<file path="src/rtl/nimsk_pkg.sv">
// Constants and types for the interrupt mask and status block
package nimsk_pkg;

  localparam int unsigned DATA_W = 32;
  localparam int unsigned ADDR_W = 8;
  localparam int unsigned FLAG_W = 16;

  // Register indices; byte address is four times the index
  localparam logic [ADDR_W-1:0] IDX_CTRL = 8'h00;
  localparam logic [ADDR_W-1:0] IDX_MASK = 8'h04;
  localparam logic [ADDR_W-1:0] IDX_STATUS = 8'h05;
  localparam logic [ADDR_W-1:0] IDX_PEND = 8'h06;

  // Reset values
  localparam logic [FLAG_W-1:0] FLAGS_RESET = 16'h0000;
  localparam logic [FLAG_W-1:0] MASK_RESET = 16'h0000;
  localparam logic [FLAG_W-1:0] FLAGS_LIVE = 16'h7fff;

  // Bit positions shared by status and mask
  localparam int unsigned BIT_RX_FIFO_OVERRUN = 0;
  localparam int unsigned BIT_MISSED_TALLY_WRAP = 1;
  localparam int unsigned BIT_ALIGN_TALLY_WRAP = 2;
  localparam int unsigned BIT_CRC_TALLY_WRAP = 3;
  localparam int unsigned BIT_RX_AREA_OVERRUN = 4;
  localparam int unsigned BIT_RX_RESOURCE_EMPTY = 5;
  localparam int unsigned BIT_RX_DESC_EMPTY = 6;
  localparam int unsigned BIT_TIMER_WRAP = 7;
  localparam int unsigned BIT_RESERVED = 15;
  localparam int unsigned BIT_CTRL_SW_RESET = 0;

  // One-cycle event pulses from the controller's units, packed as in the status register
  typedef struct packed {
    logic bus_retry_flag;
    logic heartbeat_lost_flag;
    logic cam_load_done_flag;
    logic prog_interrupt_flag;
    logic packet_received_flag;
    logic tx_done_flag;
    logic tx_error_flag;
    logic timer_wrap_flag;
    logic rx_desc_empty_flag;
    logic rx_resource_empty_flag;
    logic rx_area_overrun_flag;
    logic crc_tally_wrap_flag;
    logic align_tally_wrap_flag;
    logic missed_tally_wrap_flag;
    logic rx_fifo_overrun_flag;
  } nimsk_events_t;

  // APB request and answer groups
  typedef struct packed {
    logic psel;
    logic penable;
    logic pwrite;
    logic [ADDR_W-1:0] paddr;
    logic [DATA_W-1:0] pwdata;
    logic [3:0] pstrb;
  } nimsk_apb_req_t;

  typedef struct packed {
    logic pready;
    logic pslverr;
    logic [DATA_W-1:0] prdata;
  } nimsk_apb_rsp_t;

endpackage

</file>
<file path="src/rtl/nimsk_irq.sv">
// Interrupt status and mask registers with APB access and one interrupt line
//
// What this block does
// - With mask bit 7 set, a general-purpose timer wrap raises the interrupt; with it clear it does not.
// - With mask bit 6 set, running out of receive descriptors raises the interrupt.
// - With mask bit 5 set, running out of receive resource descriptors raises the interrupt.
// - With mask bit 4 set, storing past the end of the receive buffer area raises the interrupt.
// - With mask bit 3 set, a wrap of the CRC error tally counter raises the interrupt.
// - With mask bit 2 set, a wrap of the alignment error tally counter raises the interrupt.
// - With mask bit 1 set, a wrap of the missed-packet tally counter raises the interrupt.
// - With mask bit 0 set, a receive FIFO overrun raises the interrupt; with it clear it does not.
// - A set status bit drives the interrupt only while its mask bit is one.
// - Whenever the interrupt is active at least one status bit is set.
// - Writing one to a status bit clears it, and the host acknowledges each handled event so.
// - Writing zero to a status bit leaves it unchanged.
// - Hardware reset clears all status bits and software reset leaves them unchanged.
//
// Our own choice: the APB register port.
`timescale 1ns/1ps
`default_nettype none

module nimsk_irq (
  // Clock and reset
  input wire logic sys_clk,
  input wire logic rst,
  // APB slave
  input wire nimsk_pkg::nimsk_apb_req_t apb_req,
  output nimsk_pkg::nimsk_apb_rsp_t apb_rsp,
  // Event pulses from the controller's units
  input wire nimsk_pkg::nimsk_events_t events,
  // Interrupt to the host and software reset pulse
  output logic irq,
  output logic sw_reset
);

  function automatic logic [nimsk_pkg::FLAG_W-1:0] lanes16(input logic [3:0] strb);
    lanes16 = {{8{strb[1]}}, {8{strb[0]}}};
  endfunction

  function automatic logic [nimsk_pkg::FLAG_W-1:0] one_bit(input int unsigned pos);
    one_bit = nimsk_pkg::FLAG_W'(1) << pos;
  endfunction

  logic [nimsk_pkg::FLAG_W-1:0] interrupt_event_flags;
  logic [nimsk_pkg::FLAG_W-1:0] interrupt_enable_mask;
  logic [nimsk_pkg::FLAG_W-1:0] next_flags;
  logic [nimsk_pkg::FLAG_W-1:0] next_mask;
  logic [nimsk_pkg::FLAG_W-1:0] ev_bits;
  logic [nimsk_pkg::FLAG_W-1:0] wr_bits;
  logic [nimsk_pkg::FLAG_W-1:0] clr_bits;
  logic [nimsk_pkg::FLAG_W-1:0] rd_word;
  logic [nimsk_pkg::DATA_W-1:0] next_prdata;
  logic [nimsk_pkg::ADDR_W-1:0] reg_idx;
  logic access;
  logic done;
  logic hit_ctrl;
  logic hit_mask;
  logic hit_status;
  logic hit_pend;
  logic mapped;
  logic wr_done;
  logic next_pready;
  logic next_irq;
  logic next_sw_reset;

  // Address decode; byte offsets are word aligned
  assign reg_idx = {2'b00, apb_req.paddr[nimsk_pkg::ADDR_W-1:2]};
  assign access = apb_req.psel && apb_req.penable;
  assign done = access && apb_rsp.pready;
  assign wr_done = done && apb_req.pwrite;
  assign hit_ctrl = reg_idx == nimsk_pkg::IDX_CTRL;
  assign hit_mask = reg_idx == nimsk_pkg::IDX_MASK;
  assign hit_status = reg_idx == nimsk_pkg::IDX_STATUS;
  assign hit_pend = reg_idx == nimsk_pkg::IDX_PEND;
  assign mapped = hit_ctrl || hit_mask || hit_status || hit_pend;

  // One wait state: pready rises on the second access cycle
  assign next_pready = access && !apb_rsp.pready;

  // Write data limited to the two low byte lanes
  assign wr_bits = apb_req.pwdata[nimsk_pkg::FLAG_W-1:0] & lanes16(apb_req.pstrb);

  // Status bits layout, bit 15 held at zero
  // position mapping
  assign ev_bits = {1'b0, events} & nimsk_pkg::FLAGS_LIVE;

  // Write one to clear, zero has no effect
  // clear by one
  assign clr_bits = (wr_done && hit_status) ? wr_bits : '0;

  // A new event beats a clear in the same cycle so no event is lost
  // latch regardless of mask
  assign next_flags = ((interrupt_event_flags & ~clr_bits) | ev_bits) & nimsk_pkg::FLAGS_LIVE;

  assign next_mask = (wr_done && hit_mask) ?
    (((interrupt_enable_mask & ~lanes16(apb_req.pstrb)) | wr_bits) & nimsk_pkg::FLAGS_LIVE) :
    interrupt_enable_mask;

  // Interrupt follows the registers without lag, so it never outlives its source
  // mask gating
  assign next_irq = |(next_flags & next_mask);

  // Software reset is a pulse only; status and mask are deliberately untouched
  // soft reset keeps status
  assign next_sw_reset = wr_done && hit_ctrl && wr_bits[nimsk_pkg::BIT_CTRL_SW_RESET];

  // Read data is captured on the wait cycle and stands while pready is high
  assign rd_word = hit_mask ? interrupt_enable_mask :
                   hit_status ? interrupt_event_flags :
                   hit_pend ? (interrupt_event_flags & interrupt_enable_mask) : '0;
  assign next_prdata = (next_pready && !apb_req.pwrite) ? {16'h0000, rd_word} : apb_rsp.prdata;

  // Registers
  // hardware reset clears status
  always_ff @(posedge sys_clk or posedge rst) begin
    if (rst) begin
      interrupt_event_flags <= nimsk_pkg::FLAGS_RESET;
      interrupt_enable_mask <= nimsk_pkg::MASK_RESET;
      irq <= 1'b0;
      sw_reset <= 1'b0;
    end else begin
      interrupt_event_flags <= next_flags;
      interrupt_enable_mask <= next_mask;
      irq <= next_irq;
      sw_reset <= next_sw_reset;
    end
  end

  // APB answer
  always_ff @(posedge sys_clk or posedge rst) begin
    if (rst) begin
      apb_rsp <= '0;
    end else begin
      apb_rsp.pready <= next_pready;
      apb_rsp.pslverr <= next_pready && !mapped;
      apb_rsp.prdata <= next_prdata;
    end
  end
endmodule

`default_nettype wire

</file>
<file path="config.mk">
export PLATFORM = sky130hd
export DESIGN_NAME = nimsk_irq
export DESIGN_NICKNAME = d
export VERILOG_FILES = /design/src/rtl/nimsk_pkg.sv /design/src/rtl/nimsk_irq.sv
export SDC_FILE = /design/constraint.sdc
export NUM_CORES = 1
export LEC_CHECK = 0
export BUFFER_PORTS_ARGS = -buffer_cell sky130_fd_sc_hd__buf_2
export CORE_MARGIN = 1.5
export CORE_UTILIZATION = 25
export CTS_CLUSTER_SIZE = 24
export DETAILED_ROUTE_END_ITERATION = 8
export PLACE_DENSITY = 0.44
export SYNTH_ARGS = -nofsm -noshare
export SYNTH_HDL_FRONTEND = slang
export SYNTH_SLANG_ARGS = --single-unit
</file>
<file path="constraint.sdc">
create_clock -name sys_clk -period 5.67 [get_ports sys_clk]
set_clock_uncertainty 0.1 [all_clocks]
set_input_delay 1.134 -clock sys_clk [delete_from_list [all_inputs] [get_ports sys_clk]]
set_output_delay 1.134 -clock sys_clk [all_outputs]
set_load 0.01 [all_outputs]
</file>
Yosys cells after proc, flatten, opt, wreduce, memory -nomap -nowiden

Cells that the tools add are included.

Output and inout port bits: 36
Bits in registers: 51
Word-level logic and storage cells: 42
Input port bits: 64

Eq/ne operators: 3
Mux-type cells: 5
Reduce and logical (&&, ||, !) cells: 18
Bitwise gates (word level): 9

Operators with widths:

| cell                                           | number |
|---|---|
| two-way mux 16 bit                             | 4 |
| bitwise AND 15 bit                             | 3 |
| bitwise AND 15 x 16 -> 16 bit                  | 2 |
| NOT 15 bit                                     | 2 |
| bitwise OR 15 bit                              | 2 |
| == test 6 x 3 -> 1 bit (second input constant) | 3 |
| OR reduction 16 bit                            | 1 |
| two-way mux 15 bit                             | 1 |
| logical AND 1 bit                              | 10 |
| logical NOT 8 bit                              | 1 |
| logical NOT 1 bit                              | 3 |
| logical OR 1 bit                               | 3 |

Depth between registers and ports, before layout

Gate-level depths: netlist of run 1.

Depth in word-level cells: 10
Mapped depth: 8
Gate-level depth less buffers: 6

Worst setup path after synthesis of run 1

OpenSTA, ideal clock, no wires.

Path type: input-to-reg
Start point: in apb_req[41] in the netlist's numbering
End point: reg irq
Stages on the path: 7
Library setup time: 0.131 ns
Data arrival time: 2.679 ns
Required time: 5.439 ns
Slack: 2.760 ns
Path through: nor4b_4 and4_1 buf_4 mux2_2 and2_1 a311oi_2 nand3_1

RTL lines:

| element                       | line             | text |
|---|---|---|
| start, declared               | nimsk_irq.sv:27  | `input wire nimsk_pkg::nimsk_apb_req_t apb_req,` |
| == test 6 x 3 -> 1 bit        | nimsk_irq.sv:72  | `assign hit_mask = reg_idx == nimsk_pkg::IDX_MASK;` |
| logical AND 1 bit             | nimsk_irq.sv:95  | `assign next_mask = (wr_done && hit_mask) ?` |
| two-way mux 16 bit            | nimsk_irq.sv:95  |  |
| net next_mask, one bit        | nimsk_irq.sv:47  | `logic [nimsk_pkg::FLAG_W-1:0] next_mask;` |
| bitwise AND 15 x 16 -> 16 bit | nimsk_irq.sv:101 | `assign next_irq = \|(next_flags & next_mask);` |
| OR reduction 16 bit           | nimsk_irq.sv:101 |  |
| net next_irq                  | nimsk_irq.sv:63  | `logic next_irq;` |
| end signal, assigned          | nimsk_irq.sv:124 | `irq <= next_irq;` |
| end, declared                 | nimsk_irq.sv:32  | `output logic irq,` |

The timed path passes the listed nets, and every way through them passes these cells.
A chain may end at the register's enable or synchronous reset.

Worst setup path after layout of run 1

Same ends and word-level chain as after synthesis.

==> reports/qor.csv, run 1 <==
metric,value,unit
status,"finished, final reports clean",
final_common_cell,buf_2,
drive_above_1_share,0.321,
syn_area,2380,µm²
antenna_found_initial,0,
path_max_fanout,8,
htree_levels,2,
critPathKind,input port to flop,
rows,35,
fmax,0.321,GHz
grt_overflow,0,
post-dp-hpwl,4010,µm
yosysTopAreaCell,dfrtp_1,
yosysSeqAreaShare,0.514,
cts-hold-fix-buffers,0,
nets,343,
crit_slowest_cell,and4_1,
clk_path_buf_depth,2,
drcViolationCount,0,
cp.required,5750,ps
grt_max_degree,50,
synth.avg_cell_area,10.7,µm²
synth-seq-cells,49,
cts_resized,0,
die_y,101,µm
arrival,3200,ps
num_io_pins,100,
p_per_area,215,nW/µm²
p_leak,1.28,nW
worst_hold_path_type,flop to flop,
ys_top_cells_by_area,"dfrtp_1 (51%), mux2_2 (6.1%), buf_4 (5.7%)",
cp_common_cell,and4_1,
synth_ff_type,dfrtp_1,
startpoint_type,input port,
initial_core_util,0.258,
finalPower,0.000608,W
num-fill-cells,1000,
cts_buffers,5,
async_flop_share,1.00,
n_antenna_cell,0,
clockRootBuffer,clkbuf_8,
via_count,1759,
stdcell_area,2830,µm²
vias_per_cell,4.30,
cp_cell_sequence,buf_2 > nor4b_4 > and4_1 > mux2_2 > a22oi_1 > and4_1 > nand3_1,
rsz0062_at_grt,false,
netlist.area_leader.share,0.514,
synth_edf_count,0,
placed_area,2740,µm²
end_kind,flop,
yosys_warnings,0,
wire_per_inst,14.2,µm
gp_congestion,0.665,
post_cts_buffers,0,
track_usage,0.118,
fin_crit_sh,0.550,
cp_slowest_stage_delay,570,ps
irDropWorstVdd,0.0840,mV
die_width,101,µm
tritoncts,yes,
wirelength,5810,µm
clkLatencyLatePin,300,ps
die-area,10100,µm²
tns,0,ps
cts.sinks,49,
worst_pin_slew,1050,ps
timing.slew.headroom,0.297,
layout_min_cycle_time,3120,ps
final_hold_viol_count,0,
first_pass_iters,4,
yosysUniqueCellTypes,37,
area_delta_synth_final,18.5,%
grt_pass1_wl,9090,µm
clk_pin_slew_worst_paths,90,ps
netlist_instances,222,
grt_pass1_vias,1747,
io_buffers,61,
final_cell_mix,"buf_2 (61), dfrtp_1 (49), nor2_1 (20), nand2_1 (19), conb_1 (17)",
ant_nets,0,
drt_iter0_drc,44,
setup_viol,0,
max-cap-violations,0,
final_max_slew_viol_count,0,
fin_util,0.306,
core-area,9240,µm²
rrSetupSlack,3300,ps
[power by group]
part / switching, W / internal (W)
Combinational: 0.0000328 / 0.0000195
Clock: 0.000118 / 0.0000854
Sequential: 0.00000107 / 0.000351
[logic make-up (layout without fill, tap and decap cells)]
logic type                 count (synthesis)  count (layout)  synth area share
and+or+nand+nor                           71              71             0.166
DFF                                       49              49             0.514
other                                      1              17           0.00157
buffers and inverters                     32              74            0.0798
muxes                                     15              15            0.0719
adders and majority gates                  1               1           0.00420
AOI/OAI and AO/OA                         53              53             0.162
[cells in the mapped netlist (2+ instances only)]
cell       n
buf_4     18
and4_1     3
nor2b_1    2
a21oi_1   15
clkbuf_1   7
nand2_1   19
mux2_2    13
o22a_1    12
nor2_1    20
buf_2      2
and2_1     3
nand4_1    2
nand2b_1  12
a22oi_1    5
o31ai_1   15
dfrtp_1   49
inv_1      5
[metrics by stage]
| stage | std cells | hold slack [ps] | worst slack, ps |
|---|---|---|---|
| finish | 409 | 375 | 2550 |
| global route | 409 | 405 | 2350 |
| CTS | 409 | 382 | 2480 |
| detailed placement | 401 | 361 | 2140 |
| global placement | 401 | 364 | 2160 |
| floorplan | 238 | 372 | 2760 |
[flip-flops by register name (all words and copies together) (netlist names)]
name,cells
irq,1
interrupt_event_flags,15
apb_rsp,17
sw_reset,1
interrupt_enable_mask,15
[metal layers]
metal / track usage / part of all wire / vias up
li1: - / - / 872
met1: 0.156 / 0.48 / 833
met2: 0.196 / 0.46 / 54
met3: 0.0250 / 0.056 / 0
met4: 0.0293 / 0 / 0
met5: 0 / 0 / -
[worst paths after layout]
| path | startpoint | endpoint | cells past startpoint |
|---|---|---|---|
| setup / recovery | apb_req[41] | irq | 7 |
| hold / removal | apb_rsp[8] | apb_rsp[8] | 2 |
| setup reg to reg | apb_rsp[33] | irq | 6 |
| hold reg to reg | apb_rsp[8] | apb_rsp[8] | 2 |
| max in group asynchronous | rst | interrupt_event_flags[12] | 2 |
| min in group asynchronous | rst | apb_rsp[2] | 2 |
[final cells by class]
class,instances,area [µm²],area share
clock buffers,5,68.8,0.0244
clock inverters,3,17.5,0.00620
inverters,5,18.8,0.00664
multi-input cells,157,1030,0.364
flip-flops and latches,49,1230,0.434
well taps,129,161,0.0571
repair buffers,61,305,0.108
[critical path, delay by kind of cell]
kind            cells  cell delay [ps]
compound gates      1              190
buf+inv             1              120
mux                 1              400
simple gates        4             1340
Power figures use the tool's default switching activity.
==> run 2: changes to the inputs <==
==> constraint.sdc (replaced) <==
create_clock -name sys_clk -period 2.9 [get_ports sys_clk]
set_clock_uncertainty 0.1 [all_clocks]
set_input_delay 0.58 -clock sys_clk [delete_from_list [all_inputs] [get_ports sys_clk]]
set_output_delay 0.58 -clock sys_clk [all_outputs]
set_load 0.01 [all_outputs]
==> reports/qor.csv, run 2 (synthesized netlist as in run 1, its figures left out) <==
metric,value,unit
post-dp-hpwl,4410,µm
final_common_cell,buf_2,
final_cell_mix,"buf_2 (61), dfrtp_1 (49), nor2_1 (20), nand2_1 (19), conb_1 (17)",
crit_buf_inv,2,
cts-hold-fix-buffers,0,
rows,35,
htree_levels,2,
num_io_pins,100,
p_int,0.000989,W
max-cap-violations,0,
irDropWorstVdd,0.237,mV
combPwrFrac,0.084,
clkLatencyLatePin,300,ps
timing.slew.headroom,0.627,
gp_congestion,0.692,
fin_ws,638,ps
drive_above_1_share,0.341,
grt.busiest_layer,met2,
cts.sinks,49,
fin_util,0.318,
power.share.clock,0.385,
seq_power_share,0.532,
grt_pass1_wl,9430,µm
pre_cts_slack,310,ps
nets,353,
setup_viol,0,
grtUsageMet1,0.172,
cts_buffers,5,
largest_reg_flops,17,
tns,0,ps
cts_resized,0,
power.switching,0.000307,W
final_max_slew_viol_count,0,
first_pass_iters,4,
vias_per_cell,4.34,
drt_iter0_drc,34,
reg_top3,"apb_rsp: 17 flops, interrupt_enable_mask: 15 flops, interrupt_event_flags: 15 flops",
wire_per_inst,14.2,µm
via_count,1819,
p_leak,1.34,nW
critPathTopFamily,simple AND/OR/NAND/NOR gates,
final_hold_viol_count,0,
fmax,0.442,GHz
end_kind,flop,
p_per_area,441,nW/µm²
cp.required,2990,ps
core-area,9240,µm²
cp_cell_sequence,buf_2 > nor4b_4 > buf_4 > nand4_4 > mux2_2 > a22oi_1 > and4_1 > nand3_1,
whs,193,ps
post_cts_buffers,0,
grt_max_degree,33,
sw_frac_of_total,0.237,
cp_slowest_stage_delay,350,ps
num-fill-cells,966,
multi_input_area,1030,µm²
die_y,101,µm
track_usage,0.123,
tritoncts,yes,
grt_overflow,0,
die-area,10100,µm²
io_buffers,61,
die_width,101,µm
worst_hold_path_type,input port to asynchronous set/reset pin,
rsz0062_at_grt,false,
clockRootBuffer,clkbuf_8,
seq_area,1230,µm²
use_met3,0.0236,
arrival,2350,ps
startpoint_type,input port,
path_max_fanout,7,
wirelength,5960,µm
use_met2,0.190,
crit_slowest_cell,nor4b_4,
ant_nets,0,
critPathKind,input port to flop,
layout_min_cycle_time,2260,ps
status,"finished, final reports clean",
regMostFlops,apb_rsp,
initial_core_util,0.258,
area_delta_synth_final,23.3,%
n_antenna_cell,0,
worst_pin_slew,560,ps
clk_pin_slew_worst_paths,90,ps
drcViolationCount,0,
clk_path_buf_depth,2,
fin_crit_sh,0.780,
grt_pass1_vias,1805,
antenna_found_initial,0,
[run 2: cell count changes in the layout (fill, tap and decap cells not counted)]
cell	delta
bufinv_16	+1
buf_4	+9
clkbuf_1	+1
clkinv_2	-2
buf_12	+1
clkinv_4	+1
clkinvlp_4	-1
[run 2: cell type report]
cell class | count | share of cell area
inverters | 5 | 0.00639
flip-flops and latches | 49 | 0.417
multi-input cells | 157 | 0.350
repair buffers | 71 | 0.134
clock inverters | 2 | 0.0132
well taps | 129 | 0.0549
clock buffers | 6 | 0.0247
[run 2: layer usage]
metal	part of all wire	wire [µm]
met1	0.47	2790
met2	0.46	2760
met3	0.051	305
met4	0.017	103
met5	0	0
[run 2: through the flow]
| stage | total power, W | cells | area, µm² |
|---|---|---|---|
| after floorplan | 0.000772 | 238 | 2440 |
| after global placement | 0.000814 | 411 | 2830 |
| after detailed placement | 0.000813 | 411 | 2830 |
| after CTS | 0.00132 | 419 | 2940 |
| after global routing | 0.00136 | 419 | 2940 |
| final | 0.00130 | 419 | 2940 |
[run 2: worst paths after layout]
| path | start | slack, ps | endpoint | depth (start not counted) |
|---|---|---|---|---|
| max | apb_req[41] | 640 | irq | 8 |
| min | rst | 190 | interrupt_event_flags[2] | 3 |
| max reg2reg | apb_rsp[33] | 670 | irq | 7 |
| min reg2reg | apb_rsp[2] | 380 | apb_rsp[2] | 2 |
| max in group asynchronous | rst | 2130 | interrupt_enable_mask[12] | 3 |
| min in group sys_clk | events[13] | 360 | interrupt_event_flags[13] | 3 |
[run 2: worst min-delay path, stage by stage]
cell   delay, ps
buf_2        100
inv_2         50
buf_4        240
[run 2: power by group through the flow]
stage | clock network [W] | logic (W) | registers, W
after floorplan | 0 | 0.0000675 | 0.000704
after global placement | 0 | 0.000111 | 0.000703
after detailed placement | 0 | 0.000110 | 0.000703
after CTS | 0.000515 | 0.000111 | 0.000689
after global routing | 0.000542 | 0.000124 | 0.000690
final | 0.000499 | 0.000108 | 0.000689
==> run 3: changes to the inputs <==
--- a/config.mk
+++ b/config.mk
@@ -5,12 +5,13 @@
 export SDC_FILE = /design/constraint.sdc
 export NUM_CORES = 1
 export LEC_CHECK = 0
+export ABC_AREA = 1
 export BUFFER_PORTS_ARGS = -buffer_cell sky130_fd_sc_hd__buf_2
 export CORE_MARGIN = 1.5
 export CORE_UTILIZATION = 25
 export CTS_CLUSTER_SIZE = 24
 export DETAILED_ROUTE_END_ITERATION = 8
-export PLACE_DENSITY = 0.44
+export PLACE_DENSITY = 0.45
 export SYNTH_ARGS = -nofsm -noshare
 export SYNTH_HDL_FRONTEND = slang
 export SYNTH_SLANG_ARGS = --single-unit
==> constraint.sdc (replaced) <==
create_clock -name sys_clk -period 1.9 [get_ports sys_clk]
set_clock_uncertainty 0.1 [all_clocks]
set_input_delay 0.38 -clock sys_clk [delete_from_list [all_inputs] [get_ports sys_clk]]
set_output_delay 0.38 -clock sys_clk [all_outputs]
set_load 0.01 [all_outputs]
==> reports/qor.csv, run 3 <==
metric,value,unit
status,"complete, but fails checks",
violations,hold timing,
max-cap-violations,0,
synth.avg_cell_area,7.72,µm²
ant_nets,0,
yosys_warnings,0,
wire_per_inst,12.9,µm
clkLatencyLatePin,300,ps
p_leak,1.93,nW
crit_slowest_cell,dfrtp_1,
htree_levels,2,
grt_overflow,0,
io_buffers,61,
n_antenna_cell,0,
final_hold_viol_count,1,
clk_path_buf_depth,2,
pre_cts_slack,-143,ps
placed_cells,572,
yosysSeqAreaShare,0.445,
cp.required,1990,ps
track_usage,0.136,
gp_congestion,0.789,
cp_cell_sequence,nand2_4 > nor2_8 > buf_6 > nand4_1 > nand2_1 > nand2_1 > nand2_1 > nand2_1 > inv_1 > nand2_1 > nor2_1 > nand2_1,
regMostFlops,apb_rsp,
rows,38,
clk_pin_slew_worst_paths,100,ps
synth_edf_count,0,
combPwrFrac,0.117,
core-area,10800,µm²
drt_iter0_drc,75,
cts.sinks,49,
wirelength,7480,µm
vias_per_cell,4.25,
critPathTopFamily,simple AND/OR/NAND/NOR gates,
power.switching,0.000516,W
drcViolationCount,0,
irDropWorstVdd,0.283,mV
final_max_slew_viol_count,0,
yosysTopAreaCell,dfrtp_1,
die_width,108,µm
area_delta_synth_final,25.1,%
die_y,108,µm
worst_hold_path_type,input port to asynchronous set/reset pin,
critPathKind,flop to flop,
synth_common_cells,"nand2_1 (113), inv_1 (52), dfrtp_1 (49)",
synth.most_common_cell,nand2_1,
fin_crit_sh,0.893,
rsz0062_at_grt,false,
p_int,0.00143,W
ys_top_cells_by_area,"dfrtp_1 (44%), nand2_1 (15%), inv_1 (7.1%)",
cp_slowest_stage_delay,410,ps
whs,-2.37,ps
crit_buf_inv,2,
reg2reg_to,irq,
via_count,2463,
final_cell_mix,"nand2_1 (113), buf_2 (61), inv_1 (51), dfrtp_1 (49), o21ai_0 (26)",
yosysUniqueCellTypes,28,
end_kind,flop,
first_pass_iters,4,
async_flop_share,1.00,
netlist_instances,357,
rr_startpoint,apb_rsp[33],
initial_core_util,0.255,
cts_buffers,5,
largest_reg_flops,17,
die-area,11700,µm²
seq_power_share,0.542,
startpoint_type,flop,
fmax,0.589,GHz
path_max_fanout,11,
synth-seq-cells,49,
fin_ws,202,ps
power.share.clock,0.340,
cp_common_cell,nand2_1,
tritoncts,yes,
grt_pass1_vias,2439,
rrSetupSlack,200,ps
post-dp-hpwl,5620,µm
clockRootBuffer,clkbuf_8,
grt_max_degree,50,
drive_above_1_share,0.286,
layout_min_cycle_time,1700,ps
setup_viol,0,
grt_pass1_wl,12200,µm
antenna_found_initial,0,
reg2reg_depth,12,
p_per_area,564,nW/µm²
reg_top3,"apb_rsp: 17 flops, interrupt_enable_mask: 15 flops, interrupt_event_flags: 15 flops",
syn_area,2760,µm²
num_io_pins,100,
synth_ff_type,dfrtp_1,
post_cts_buffers,0,
stdcell_count,580,
sw_frac_of_total,0.266,
netlist.area_leader.share,0.445,
nets,503,
final_common_cell,nand2_1,
arrival,1790,ps
## run 3: cell types whose count changed in the layout (fill, tap and decap cells not counted), sizes merged, moves of 14 or more
| cell | before | now |
|---|---|---|
| nand2 | 19 | 121 |
| buf | 71 | 89 |
| o21ai | 1 | 40 |
| inv | 5 | 53 |
| mux2 | 14 | 0 |
| o31ai | 15 | 0 |
## run 3: metrics by stage
stage / util / cell area [µm²] / power [W] / TNS (ps)
after global placement: 0.310 / 3340 / 0.00131 / -142
after detailed placement: 0.310 / 3340 / 0.00131 / -143
after global routing: 0.320 / 3450 / 0.00206 / 0
after floorplan: - / 2820 / 0.00122 / 0
final: 0.320 / 3450 / 0.00194 / 0
after CTS: 0.318 / 3440 / 0.00198 / 0
## run 3: worst max-delay path by stage
stage,startpoint,to,depth (start not counted)
4_1_cts,apb_rsp[33],irq,11
6_report,apb_rsp[33],irq,12
3_5_place_dp,apb_req[39],irq,13
5_1_grt,apb_req[39],irq,13
2_1_floorplan,rst,apb_rsp[0],1
3_3_place_gp,apb_req[39],irq,13
## run 3: metal layers
layer | share of wire | vias to the layer above | track usage
li1 | - | 1259 | -
met1 | 0.49 | 1140 | 0.186
met2 | 0.46 | 58 | 0.225
met3 | 0.040 | 6 | 0.0139
met4 | 0.011 | 0 | 0.0423
met5 | 0 | - | 0
## run 3: timing repair
action,4_1_cts,5_1_grt
setup endpoints to repair,0,1
hold buffers,0,0
resized for setup,0,2
## run 3: cell type report
cell class,instances,area (µm²)
clock buffer,6,82.6
clock inverter,2,13.8
fill,1196,7340
inverter,54,203
multi-input combinational,240,1180
sequential,49,1230
tap,140,175
timing repair buffer,89,569
## run 3: cell families (layout without fill, tap and decap cells)
logic type             Yosys count  count (layout)  synth area share
AO/OA/AOI/OAI                   62              62             0.142
flip-flops                      49              49             0.445
AND/OR/NAND/NOR                161             161             0.260
buffers and inverters           84             151             0.152
other                            1              17           0.00136
## run 3: tightest hold or removal path, stage by stage
cell,delay (ps)
buf_2,100
inv_2,60
buf_12,260
## run 3: power groups by stage
stage | clock (W) | sequential (W) | combinational (W)
after floorplan | 0 | 0.00108 | 0.000148
after global placement | 0 | 0.00107 | 0.000232
after detailed placement | 0 | 0.00107 | 0.000233
after CTS | 0.000689 | 0.00105 | 0.000234
after global routing | 0.000741 | 0.00106 | 0.000259
final | 0.000662 | 0.00105 | 0.000228
